### src/rtl/bridge_gate_pkg.sv
// Shared constants for the bridge gate control and fault logic
package bridge_gate_pkg;

    // ------------------------------------------------------------
    // Clock and timing
    // ------------------------------------------------------------
    localparam int CLK_FREQ_MHZ     = 250;          // Block clock rate
    localparam int BOOST_OFF_NS     = 5000;         // Boost off-time after a current trip
    localparam int BOOST_BLANK_NS   = 200;          // Blanking after boost turn-on
    // Cycle counts: off-time is a least time, so it rounds up
    localparam int BOOST_OFF_CYC    = (BOOST_OFF_NS * CLK_FREQ_MHZ + 999) / 1000;
    // Blanking is a longest time, so it rounds down, never below one
    localparam int BOOST_BLANK_CYC  = (BOOST_BLANK_NS * CLK_FREQ_MHZ / 1000 < 1) ? 1 :
                                      BOOST_BLANK_NS * CLK_FREQ_MHZ / 1000;

    // ------------------------------------------------------------
    // Structure
    // ------------------------------------------------------------
    localparam int NUM_PHASES       = 3;            // Bridge phases A, B, C
    localparam int SYNC_STAGES      = 3;            // Synchroniser flops on each pin input, before the filter flop

    // ------------------------------------------------------------
    // Reset values
    // ------------------------------------------------------------
    localparam logic RESET_GATE     = 1'h0;         // Gates off during reset
    localparam logic RESET_FAULT_N  = 1'h0;         // Fault shown during reset
    localparam logic RESET_SYNC     = 1'h0;         // Synchroniser contents

endpackage : bridge_gate_pkg

### src/rtl/pin_sync.sv
// Three-stage pin synchroniser with agreement filter
`timescale 1ns/1ps

module pin_sync #(
    parameter int WIDTH = 1                 // Number of independent bits
) (
    input  wire logic             clk,
    input  wire logic             rst_n,
    input  wire logic [WIDTH-1:0] raw,      // Asynchronous pin levels
    output logic      [WIDTH-1:0] clean     // Filtered, same-domain levels
);

    // ------------------------------------------------------------
    // Elaboration check
    // ------------------------------------------------------------
    if (WIDTH < 1)
    begin : g_width_check
        $error("pin_sync WIDTH must be at least one");
    end

    // ------------------------------------------------------------
    // Per-bit synchroniser
    // ------------------------------------------------------------
    for (genvar i = 0; i < WIDTH; i++)
    begin : g_bit
        logic meta;                         // First stage, read only by second
        logic s2;                           // Second stage
        logic s3;                           // Third stage

        // Shift chain; a floating pin resets to zero so gates stay off
        always_ff @(posedge clk or negedge rst_n)
        begin
            if (!rst_n)
            begin
                meta <= bridge_gate_pkg::RESET_SYNC;
                s2   <= bridge_gate_pkg::RESET_SYNC;
                s3   <= bridge_gate_pkg::RESET_SYNC;
            end
            else
            begin
                meta <= raw[i];
                s2   <= meta;
                s3   <= s2;
            end
        end

        // Accept a change only once the second and third stages agree
        always_ff @(posedge clk or negedge rst_n)
        begin
            if (!rst_n)
                clean[i] <= bridge_gate_pkg::RESET_SYNC;
            else if (s2 == s3)
                clean[i] <= s3;
        end
    end

endmodule : pin_sync

### src/rtl/boost_timer.sv
// Boost switch on/off control with fixed off-time and blanking
`timescale 1ns/1ps

module boost_timer #(
    parameter int OFF_CYC   = bridge_gate_pkg::BOOST_OFF_CYC,   // Off-time in cycles
    parameter int BLANK_CYC = bridge_gate_pkg::BOOST_BLANK_CYC  // Blanking in cycles
) (
    input  wire logic clk,
    input  wire logic rst_n,
    input  wire logic run,          // Boost allowed (no shutdown)
    input  wire logic rail_high,    // Boost rail above regulation point
    input  wire logic current_trip, // Sense resistor voltage above limit
    output logic      switch_on     // Boost switch command
);

    localparam int CW = $clog2((OFF_CYC > BLANK_CYC ? OFF_CYC : BLANK_CYC) + 1);

    // ------------------------------------------------------------
    // Elaboration check
    // ------------------------------------------------------------
    if (OFF_CYC < 1 || BLANK_CYC < 1 || BLANK_CYC >= OFF_CYC)
    begin : g_param_check
        $error("boost_timer needs 1 <= BLANK_CYC < OFF_CYC");
    end

    typedef enum logic [1:0] {IDLE, BLANK, ON, OFF} boost_state_type;

    boost_state_type state;         // Converter phase
    logic [CW-1:0]   count;         // Cycles left in BLANK or OFF

    // ------------------------------------------------------------
    // Sequencer
    // ------------------------------------------------------------
    // Shutdown and rail inhibit take priority over any timing
    always_ff @(posedge clk or negedge rst_n)
    begin
        if (!rst_n)
        begin
            state <= IDLE;
            count <= '0;
        end
        else if (!run || rail_high)
        begin
            state <= IDLE;
            count <= '0;
        end
        else
        begin
            unique case (state)
                IDLE:
                begin
                    state <= BLANK;
                    count <= CW'(BLANK_CYC - 1);
                end
                BLANK:
                begin
                    // Trip ignored here: recovery spike must not turn it off
                    if (count == '0)
                        state <= ON;
                    else
                        count <= count - 1'b1;
                end
                ON:
                begin
                    if (current_trip)
                    begin
                        state <= OFF;
                        count <= CW'(OFF_CYC - 1);
                    end
                end
                OFF:
                begin
                    if (count == '0)
                    begin
                        state <= BLANK;
                        count <= CW'(BLANK_CYC - 1);
                    end
                    else
                        count <= count - 1'b1;
                end
            endcase
        end
    end

    // Registered switch drive: on during blanking and conduction
    always_ff @(posedge clk or negedge rst_n)
    begin
        if (!rst_n)
            switch_on <= 1'b0;
        else
            switch_on <= run && !rail_high &&
                         (state == BLANK || (state == ON && !current_trip) ||
                          (state == OFF && count == '0) || state == IDLE);
    end

endmodule : boost_timer

### src/rtl/bridge_gate_ctrl_fault_logic.sv
// Gate command mapping, fault reporting and shutdown for a three-phase bridge
`timescale 1ns/1ps

module bridge_gate_ctrl_fault_logic #(
    parameter int OFF_CYC   = bridge_gate_pkg::BOOST_OFF_CYC,   // Boost off-time cycles
    parameter int BLANK_CYC = bridge_gate_pkg::BOOST_BLANK_CYC  // Boost blanking cycles
) (
    input  wire logic REF_CLK,
    input  wire logic RST_N,
    // Gate commands from the controller
    input  wire logic ENABLE,
    input  wire logic PHASE_A_HIGH_CMD,
    input  wire logic PHASE_B_HIGH_CMD,
    input  wire logic PHASE_C_HIGH_CMD,
    input  wire logic PHASE_A_LOW_CMD,
    input  wire logic PHASE_B_LOW_CMD,
    input  wire logic PHASE_C_LOW_CMD,
    // Comparator results from the analog front end
    input  wire logic HIGH_DS_TRIP_A,
    input  wire logic HIGH_DS_TRIP_B,
    input  wire logic HIGH_DS_TRIP_C,
    input  wire logic LOW_DS_TRIP_A,
    input  wire logic LOW_DS_TRIP_B,
    input  wire logic LOW_DS_TRIP_C,
    input  wire logic DRAIN_OPEN,
    input  wire logic BATTERY_OVER_TRIP,
    input  wire logic BATTERY_OVER_RECOVERED,
    input  wire logic BATTERY_UNDER_TRIP,
    input  wire logic BATTERY_UNDER_RECOVERED,
    input  wire logic GATE_SUPPLY_UNDER,
    input  wire logic LOGIC_SUPPLY_UNDER,
    input  wire logic THERMAL_TRIP,
    input  wire logic BOOST_CURRENT_TRIP,
    input  wire logic BOOST_RAIL_HIGH,
    // Gate outputs
    output logic      PHASE_A_HIGH_GATE,
    output logic      PHASE_B_HIGH_GATE,
    output logic      PHASE_C_HIGH_GATE,
    output logic      PHASE_A_LOW_GATE,
    output logic      PHASE_B_LOW_GATE,
    output logic      PHASE_C_LOW_GATE,
    // Status outputs
    output logic      FAULT_N,
    output logic      BATTERY_OVER_FLAG,
    output logic      BATTERY_OVER_FLAG_OE,
    output logic      BATTERY_UNDER_FLAG,
    output logic      BATTERY_UNDER_FLAG_OE,
    // Supply control
    output logic      BOOST_SWITCH_ON,
    output logic      GATE_SUPPLY_ON
);

    localparam int NP = bridge_gate_pkg::NUM_PHASES;

    // ------------------------------------------------------------
    // Input synchronisation
    // ------------------------------------------------------------
    localparam int NIN = 23;                // Total synchronised inputs

    logic [NIN-1:0] raw_in;                 // Pin levels, grouped
    logic [NIN-1:0] sync_in;                // Same levels on REF_CLK

    // Every command and comparator passes the filter first
    assign raw_in = {ENABLE,
                     PHASE_C_HIGH_CMD, PHASE_B_HIGH_CMD, PHASE_A_HIGH_CMD,
                     PHASE_C_LOW_CMD, PHASE_B_LOW_CMD, PHASE_A_LOW_CMD,
                     HIGH_DS_TRIP_C, HIGH_DS_TRIP_B, HIGH_DS_TRIP_A,
                     LOW_DS_TRIP_C, LOW_DS_TRIP_B, LOW_DS_TRIP_A,
                     DRAIN_OPEN, BATTERY_OVER_TRIP, BATTERY_OVER_RECOVERED,
                     BATTERY_UNDER_TRIP, BATTERY_UNDER_RECOVERED,
                     GATE_SUPPLY_UNDER, LOGIC_SUPPLY_UNDER, THERMAL_TRIP,
                     BOOST_CURRENT_TRIP, BOOST_RAIL_HIGH};

    pin_sync #(
        .WIDTH (NIN)
    ) u_sync (
        .clk   (REF_CLK),
        .rst_n (RST_N),
        .raw   (raw_in),
        .clean (sync_in)
    );

    // Named views of the synchronised bits
    logic          en;                      // Gate enable
    logic [NP-1:0] hi_cmd;                  // High-side commands
    logic [NP-1:0] lo_cmd;                  // Low-side commands
    logic [NP-1:0] hi_ds;                   // Drain rail to phase above threshold
    logic [NP-1:0] lo_ds;                   // Phase to low-side return above threshold
    logic          drain_open;              // Drain sense pin open
    logic          ov_trip;                 // Battery over comparator
    logic          ov_rec;                  // Battery below over hysteresis point
    logic          uv_trip;                 // Battery under comparator
    logic          uv_rec;                  // Battery above under hysteresis point
    logic          gate_supply_rail_uv;                 // Gate supply undervoltage
    logic          vdd_uv;                  // Logic supply undervoltage
    logic          hot;                     // Thermal shutdown
    logic          boost_trip;              // Boost current limit reached
    logic          boost_high;              // Boost rail above regulation

    assign en         = sync_in[22];
    assign hi_cmd     = sync_in[21:19];
    assign lo_cmd     = sync_in[18:16];
    assign hi_ds      = sync_in[15:13];
    assign lo_ds      = sync_in[12:10];
    assign drain_open = sync_in[9];
    assign ov_trip    = sync_in[8];
    assign ov_rec     = sync_in[7];
    assign uv_trip    = sync_in[6];
    assign uv_rec     = sync_in[5];
    assign gate_supply_rail_uv    = sync_in[4];
    assign vdd_uv     = sync_in[3];
    assign hot        = sync_in[2];
    assign boost_trip = sync_in[1];
    assign boost_high = sync_in[0];

    // ------------------------------------------------------------
    // Battery flags with hysteresis
    // ------------------------------------------------------------
    logic ov_state;                         // Latched overvoltage condition
    logic uv_state;                         // Latched undervoltage condition

    // Set on trip, clear only once recovery is seen; trip wins
    always_ff @(posedge REF_CLK or negedge RST_N)
    begin
        if (!RST_N)
            ov_state <= 1'b0;
        else if (ov_trip)
            ov_state <= 1'b1;
        else if (ov_rec)
            ov_state <= 1'b0;
    end

    // Same scheme for undervoltage
    always_ff @(posedge REF_CLK or negedge RST_N)
    begin
        if (!RST_N)
            uv_state <= 1'b0;
        else if (uv_trip)
            uv_state <= 1'b1;
        else if (uv_rec)
            uv_state <= 1'b0;
    end

    // ------------------------------------------------------------
    // Protective shutdown
    // ------------------------------------------------------------
    logic shutdown;                         // Gates, boost and regulator off
    logic flags_float;                      // Both flags released

    // Undervoltage uses the latched state so hysteresis applies
    assign shutdown    = hot || vdd_uv || uv_state;
    assign flags_float = hot || vdd_uv;

    // ------------------------------------------------------------
    // Gate mapping
    // ------------------------------------------------------------
    logic [NP-1:0] next_hi_gate;            // Gate values for next edge
    logic [NP-1:0] next_lo_gate;
    logic [NP-1:0] hi_gate;                 // Registered gate drive
    logic [NP-1:0] lo_gate;

    // Faults from the drain-source monitor never appear here
    for (genvar p = 0; p < NP; p++)
    begin : g_phase
        // Both commands high gives both off, so no shoot-through
        assign next_hi_gate[p] = en && !shutdown && hi_cmd[p] && !lo_cmd[p];
        assign next_lo_gate[p] = en && !shutdown && lo_cmd[p] && !hi_cmd[p];
    end

    // Gate registers; reset holds every transistor off
    always_ff @(posedge REF_CLK or negedge RST_N)
    begin
        if (!RST_N)
        begin
            hi_gate <= {NP{bridge_gate_pkg::RESET_GATE}};
            lo_gate <= {NP{bridge_gate_pkg::RESET_GATE}};
        end
        else
        begin
            hi_gate <= next_hi_gate;
            lo_gate <= next_lo_gate;
        end
    end

    assign PHASE_A_HIGH_GATE = hi_gate[0];
    assign PHASE_B_HIGH_GATE = hi_gate[1];
    assign PHASE_C_HIGH_GATE = hi_gate[2];
    assign PHASE_A_LOW_GATE  = lo_gate[0];
    assign PHASE_B_LOW_GATE  = lo_gate[1];
    assign PHASE_C_LOW_GATE  = lo_gate[2];

    // ------------------------------------------------------------
    // Motor lead faults
    // ------------------------------------------------------------
    logic lead_fault;                       // Any short or open bridge

    // Compare against the gate actually on, so disabled phases stay quiet.
    // Open drain sense looks like short-to-ground on every high side.
    assign lead_fault = |(hi_gate & (hi_ds | {NP{drain_open}}))
                      | |(lo_gate & lo_ds);

    // ------------------------------------------------------------
    // Status outputs
    // ------------------------------------------------------------
    // Fault is a live level; the controller does its own filtering
    always_ff @(posedge REF_CLK or negedge RST_N)
    begin
        if (!RST_N)
            FAULT_N <= bridge_gate_pkg::RESET_FAULT_N;
        else
            FAULT_N <= !(lead_fault || ov_state || uv_state || gate_supply_rail_uv ||
                         vdd_uv || hot);
    end

    // Under wins over over, so both never read high together
    always_ff @(posedge REF_CLK or negedge RST_N)
    begin
        if (!RST_N)
        begin
            BATTERY_OVER_FLAG     <= 1'b0;
            BATTERY_UNDER_FLAG    <= 1'b0;
            BATTERY_OVER_FLAG_OE  <= 1'b0;
            BATTERY_UNDER_FLAG_OE <= 1'b0;
        end
        else
        begin
            BATTERY_OVER_FLAG     <= ov_state && !uv_state && !flags_float;
            BATTERY_UNDER_FLAG    <= uv_state && !flags_float;
            BATTERY_OVER_FLAG_OE  <= !flags_float;
            BATTERY_UNDER_FLAG_OE <= !flags_float;
        end
    end

    // ------------------------------------------------------------
    // Supplies
    // ------------------------------------------------------------
    // Regulator restarts only when the shutdown cause has cleared
    always_ff @(posedge REF_CLK or negedge RST_N)
    begin
        if (!RST_N)
            GATE_SUPPLY_ON <= 1'b0;
        else
            GATE_SUPPLY_ON <= !shutdown;
    end

    // Boost timing lives in its own module; output already registered
    boost_timer #(
        .OFF_CYC   (OFF_CYC),
        .BLANK_CYC (BLANK_CYC)
    ) u_boost (
        .clk          (REF_CLK),
        .rst_n        (RST_N),
        .run          (!shutdown),
        .rail_high    (boost_high),
        .current_trip (boost_trip),
        .switch_on    (BOOST_SWITCH_ON)
    );

endmodule : bridge_gate_ctrl_fault_logic

### config.mk
export PLATFORM = sky130hd
export DESIGN_NAME = bridge_gate_ctrl_fault_logic
export DESIGN_NICKNAME = d
export VERILOG_FILES = /design/src/rtl/bridge_gate_pkg.sv /design/src/rtl/pin_sync.sv /design/src/rtl/boost_timer.sv /design/src/rtl/bridge_gate_ctrl_fault_logic.sv
export SDC_FILE = /design/constraint.sdc
export NUM_CORES = 1
export LEC_CHECK = 0
export BUFFER_PORTS_ARGS = -buffer_cell sky130_fd_sc_hd__clkbuf_2
export CORE_ASPECT_RATIO = 0.7
export CORE_MARGIN = 5
export CORE_UTILIZATION = 40
export DETAILED_ROUTE_END_ITERATION = 8
export RECOVER_POWER = 25
export SLEW_MARGIN = 10
export SYNTH_ARGS = -nofsm -noshare
export SYNTH_HDL_FRONTEND = slang
export SYNTH_SLANG_ARGS = --single-unit
### constraint.sdc
create_clock -name REF_CLK -period 2 [get_ports REF_CLK]
set_input_delay 0.2 -clock REF_CLK [delete_from_list [all_inputs] [get_ports REF_CLK]]
set_output_delay 0.2 -clock REF_CLK [all_outputs]
set_load 0.05 [all_outputs]
==> impl_metrics.json, run 1 <==
{
  "critPathMaxFanout": 6,
  "io_buffers": 37,
  "cap_violations": 0,
  "leakagePower_nw": 2.491,
  "netlist_instances": 262,
  "final_util": 0.5568,
  "hold_class": "in -> async",
  "synth.cell_area_mm2": 0.004068,
  "async_flop_share": 1.000,
  "clk_path_buf_depth": 2,
  "pwr-share-clk": 0.509,
  "place_area_mm2": 0.004593,
  "stdcell_count": 504,
  "overflow": 0,
  "critPathKind": "reg -> reg",
  "avgSynthCellArea_um2": 15.53,
  "powerDensity_mw_per_mm2": 1118,
  "power_frac_comb": 0.061,
  "drtPass1Iterations": 4,
  "grt_first_pass_wirelength_um": 13480,
  "diodes": 0,
  "die_x_um": 130.5,
  "setup_ws_ns": 0.1239,
  "dp_hpwl_um": 5142,
  "rows": 30,
  "worst-r2r-cell-count": 6,
  "power_switching_share": 0.2261,
  "fill_cells": 800,
  "num_vias": 2478,
  "ff_latch_area_mm2": 0.002978,
  "die_h_um": 94.37,
  "seqPwrFrac": 0.430,
  "ys_ff_latch": 119,
  "vdd_drop_max_v": 0.0007783,
  "synth_area_leader_cell": "dfrtp_1",
  "antenna_found_initial": 0,
  "dr.first_iter.drc_count": 93,
  "drive_gt1_frac": 0.2846,
  "cp-start-kind": "register",
  "grt_start_max_net_pins": 50,
  "rsz0062_at_grt": "no",
  "slew_headroom": 0.5149,
  "cts_tree": "done",
  "finalHoldViolCount": 0,
  "wl_um": 7845,
  "routabilityCongestion": 0.9485,
  "p_switching_mw": 1.379,
  "arrival_ns": 2.16,
  "htree_levels": 4,
  "synth_top_area_frac": 0.7321,
  "hold_slack_ns": 0.3254,
  "synth_common_cells": "dfrtp_1 (119), maj3_1 (23), nor2_1 (14)",
  "ant_nets": 0,
  "end_kind": "register",
  "grt_use_total": 0.1452,
  "cts_made_buffers": 17,
  "setup_viol": 0,
  "fin_area_mm2": 0.005455,
  "die_area_mm2": 0.01232,
  "slowest_stage": "dfrtp_1",
  "slew_viol_final": 0,
  "rrSetupSlack_ns": 0.12,
  "drt-vias-per-instance": 4.917,
  "status": "finished, final reports clean",
  "ys_seq_area_frac": 0.7321,
  "core_area_mm2": 0.009797,
  "cts.reportedPaths.clkPinSlew_ns": 0.06,
  "wire_per_inst_um": 15.57,
  "ys.flop_type": "dfrtp_1",
  "place_ws_ns": 0.05821,
  "max_freq_mhz": 533.0,
  "initial_core_util": 0.4152,
  "p_int_mw": 4.720,
  "synth_most_common_cell": "dfrtp_1",
  "fin_worst_skew_ns": 0.008346,
  "setup_tns_ns": 0,
  "cts_num_sinks": 119,
  "synth_edf_count": 0,
  "timing.rr.start": "u_boost.count[4]",
  "synth.area.top_cells": "dfrtp_1 (73%), maj3_1 (5.7%), ha_1 (2.2%)",
  "min_period_ns": 1.876,
  "r2r_end": "u_boost.count[4]",
  "syn_nets": 294,
  "grt_pass1_vias": 2553,
  "fin_crit_sh": 0.9380,
  "multi_input_comb_area_mm2": 0.001049,
  "worstMarginPinSlew_ns": 0.7210,
  "dp.cells": 448,
  "clk_latency_ns": 0.40,
  "power_mw": 6.099,
  "crit_required_ns": 2.28,
  "pin_count": 38,
  "final_nets": 395,
  "syn_to_final_growth_pct": 34.11,
  "cts_root_buffer": "clkbuf_16",
  "synthDistinctLibCells": 51,
  "critPathMaxStageDelay_ns": 0.43,
  "yosys_warnings": 0,
  "path_cells": "nor4_4 > buf_4 > and4_4 > a21oi_2 > and3_1 > a31o_1",
  "drcViolationCount": 0,
  "cts_setup_buffers": 0
}
worst max-delay path by stage:
stage,from,end,slack [ns],cells after the start
final,u_boost.count[4],u_boost.count[4],0.12,6
after CTS,u_sync.clean[2],u_boost.count[2],0.03,5
after floorplan,u_boost.state[1],u_boost.count[7],0.12,8
after detailed placement,u_sync.clean[2],u_boost.count[2],0.06,5
after global placement,u_boost.count[4],u_boost.count[4],0.14,6
after global routing,u_boost.count[4],u_boost.count[4],0.01,6
routing by layer:
layer | global-route usage | wire length [um] | vias up
li1 | - | - | 1143
met2 | 0.1902 | 3344 | 82
met4 | 0.04366 | 22 | 0
met5 | 0 | 0 | -
met3 | 0.05709 | 509 | 2
met1 | 0.2204 | 3969 | 1251
flip-flops by register name, indices dropped and copies added (netlist names), 2 cells and up:
name	flops
u_sync.g_bit.s3	23
u_sync.g_bit.s2	23
u_sync.clean	23
u_boost.state	2
hi_gate	3
u_boost.count	11
lo_gate	3
u_sync.g_bit.meta	23
layout by cell type, fill, tap and decap left out, types with 4 or more instances in the layout:
master           n
inv_1            7
clkinvlp_4       5
a21oi_1          5
maj3_1          23
clkbuf_16       17
buf_4           25
nor2_1          14
nand2_1          9
nor3b_1          8
clkbuf_2        36
dfrtp_1        119
ha_1             7
o31ai_1          4
dlygate4sd3_1   24
cell type report:
| class | count | area share |
|---|---|---|
| Clock buffer | 19 | 0.08119 |
| Clock inverter | 13 | 0.03142 |
| Inverter | 7 | 0.004817 |
| Multi-Input combinational cell | 132 | 0.1922 |
| Sequential cell | 119 | 0.5459 |
| Tap cell | 128 | 0.02936 |
| Timing Repair Buffer | 86 | 0.1151 |
worst max-delay path: cells and delay by family, from the launching register on:
family | cells | cell delay [ns]
flops | 1 | 0.43
simple gates | 3 | 0.86
compound gates | 2 | 0.29
buf+inv | 1 | 0.19
cell families after synthesis:
kind of cell / Yosys count / share of synthesized area
DFF: 119 / 0.7321
and+or+nand+nor: 61 / 0.09874
AOI/OAI and AO/OA: 39 / 0.07383
adders and majority gates: 30 / 0.07813
buffers and inverters: 11 / 0.01200
muxes: 2 / 0.005229
power by group through the flow:
stage	Combinational (mW)	Sequential (mW)	Clock (mW)
after floorplan	0.141	2.68	0
after global placement	0.334	2.66	0
after detailed placement	0.336	2.66	0
after CTS	0.374	2.62	3.17
after global routing	0.413	2.64	3.28
final	0.371	2.62	3.11
what timing repair did:
item,CTS,global route
setup endpoints to repair,0,5
hold buffers,24,0
resized for setup,0,2
endpoints found under the hold margin,61,0
Note: power is estimated with default switching activity, not from simulation.
==> run 2, diff against run 1 <==
- clock period: 2 -> 1.69 ns (I/O delays scaled with it)
==> run 2 against run 1 <==
The flow now finishes with violations (setup timing). Critical path type unchanged. Clock power grew 17%. Routed wire length grew 0.88%. Critical path depth shrank 1. Clock skew is essentially flat. Non-clock buffer count grew 25. Combinational power grew 38%. First-iteration DRC count grew 57%. Cell area grew 5.8%.
==> impl_metrics.json, run 2 (synthesized netlist as in run 1, its figures left out) <==
{
  "die_h_um": 94.37,
  "cts.reportedPaths.clkPinSlew_ns": 0.06,
  "status": "complete, but fails checks",
  "drtPass1Iterations": 4,
  "layout_common_cells": "dfrtp_1 (117), buf_4 (45), clkbuf_2 (36)",
  "die_area_mm2": 0.01232,
  "critPathLaunch": "u_sync.clean[2]",
  "overflow": 0,
  "layout_commonest_cell": "dfrtp_1",
  "vdd_drop_max_v": 0.001039,
  "crit_required_ns": 2.03,
  "diodes": 0,
  "dr.first_iter.drc_count": 146,
  "place_area_mm2": 0.004770,
  "final_nets": 420,
  "wire_per_inst_um": 14.96,
  "io_buffers": 37,
  "final_util": 0.5889,
  "fin_area_mm2": 0.005769,
  "grt_first_pass_wirelength_um": 13230,
  "slew_headroom": 0.2421,
  "routabilityCongestion": 0.9003,
  "rows": 30,
  "grt_pass1_vias": 2582,
  "initial_core_util": 0.4152,
  "hold_class": "reg -> reg",
  "drt-vias-per-instance": 4.749,
  "die_x_um": 130.5,
  "fin_crit_sh": 1.052,
  "cts_root_buffer": "clkbuf_16",
  "finalHoldViolCount": 0,
  "dp_hpwl_um": 5202,
  "fin_worst_skew_ns": 0.008139,
  "end_kind": "register",
  "core_area_mm2": 0.009797,
  "dp.cells": 468,
  "leakagePower_nw": 2.641,
  "critPathMaxFanout": 5,
  "powerDensity_mw_per_mm2": 1255,
  "violations": "setup timing",
  "wl_met2_um": 3396,
  "pin_count": 38,
  "drcViolationCount": 0,
  "max_freq_mhz": 562.2,
  "min_period_ns": 1.779,
  "htree_levels": 4,
  "wl_um": 7914,
  "ant_nets": 0,
  "drive_gt1_frac": 0.3815,
  "cts_tree": "done",
  "hold_slack_ns": 0.3464,
  "cts_num_sinks": 119,
  "cap_violations": 0,
  "stdcell_count": 529,
  "min_from": "u_sync.g_bit[14].meta",
  "syn_to_final_growth_pct": 41.83,
  "cts_made_buffers": 17,
  "wl_met3_um": 335,
  "clk_path_buf_depth": 2,
  "power_mw": 7.239,
  "grt_use_total": 0.1426,
  "clk_latency_ns": 0.41,
  "setup_ws_ns": -0.08863,
  "top_layer_used": "met4",
  "timing.rr.start": "u_sync.clean[2]",
  "grt_start_max_net_pins": 72,
  "fill_cells": 744,
  "worstMarginPinSlew_ns": 1.137,
  "arrival_ns": 2.12,
  "antenna_found_initial": 0,
  "slew_viol_final": 0,
  "critPathKind": "reg -> reg",
  "num_vias": 2512,
  "rsz0062_at_grt": "yes",
  "routedLengthMet1_um": 4161,
  "setup_viol": 7,
  "cp-start-kind": "register"
}
run 2: changes by cell type in the layout (fill, tap and decap cells not counted), moves of 3 or more:
cell	change
buf_4	+20
buf_6	+4
clkinv_4	-3
inv_8	+3
ha_1	-4
ha_2	+4
a21oi_1	-3
inv_6	+5
run 2: worst paths after layout:
path	endpoint	cells past startpoint	slack [ns]
worst max-delay path	u_boost.count[2]	5	-0.09
max in group asynchronous	u_sync.clean[18]	3	0.18
worst max register to register	u_boost.count[2]	5	-0.09
worst min-delay path	u_sync.g_bit[14].s2	0	0.35
min in group asynchronous	u_boost.count[7]	2	0.50
worst min register to register	u_sync.g_bit[14].s2	0	0.35
run 2: report_power, final:
group / total, mW / switching (mW) / internal [mW]
Combinational: 0.512 / 0.264 / 0.249
Clock: 3.63 / 1.40 / 2.23
Sequential: 3.10 / 0.0858 / 3.01
Total: 7.24 / 1.75 / 5.49
run 2: layer usage:
metal,vias to the layer above,track usage
li1,1204,-
met5,-,0
met2,48,0.1914
met4,0,0.04623
met1,1258,0.2134
met3,2,0.05257
run 2: critical path, cell delays in order (launching register included):
cell     delay, ns
dfrtp_1       0.37
or4_4         0.60
nor3_2        0.30
o21ai_4       0.13
o22ai_1       0.16
a22o_1        0.14
run 2: area by class of cell:
type	instances	area (um2)	area share
clock buffer	17	425.4	0.07374
tap	128	160.2	0.02776
multi-input combinational	132	1172	0.2032
inverter	7	26.28	0.004554
sequential	119	2980	0.5166
clock inverter	15	177.7	0.03080
timing repair buffer	111	827.0	0.1434
run 2: repair_timing:
action / CTS / global route
cloned: 0 / 0
endpoints found under the hold margin: 39 / 0
resized for setup: 14 / 16
setup endpoints to repair: 10 / 14
pin swaps: 4 / 8
buffers inserted: 4 / 2
hold buffers: 24 / 0
run 2: per-stage QoR:
step | TNS (ns) | setup slack (ns)
finish | -0.1646 | -0.08863
floorplan | -0.1615 | -0.09577
CTS | -0.1597 | -0.05460
global placement | -0.4781 | -0.09166
global route | -2.699 | -0.1621
detailed placement | -0.8607 | -0.1509
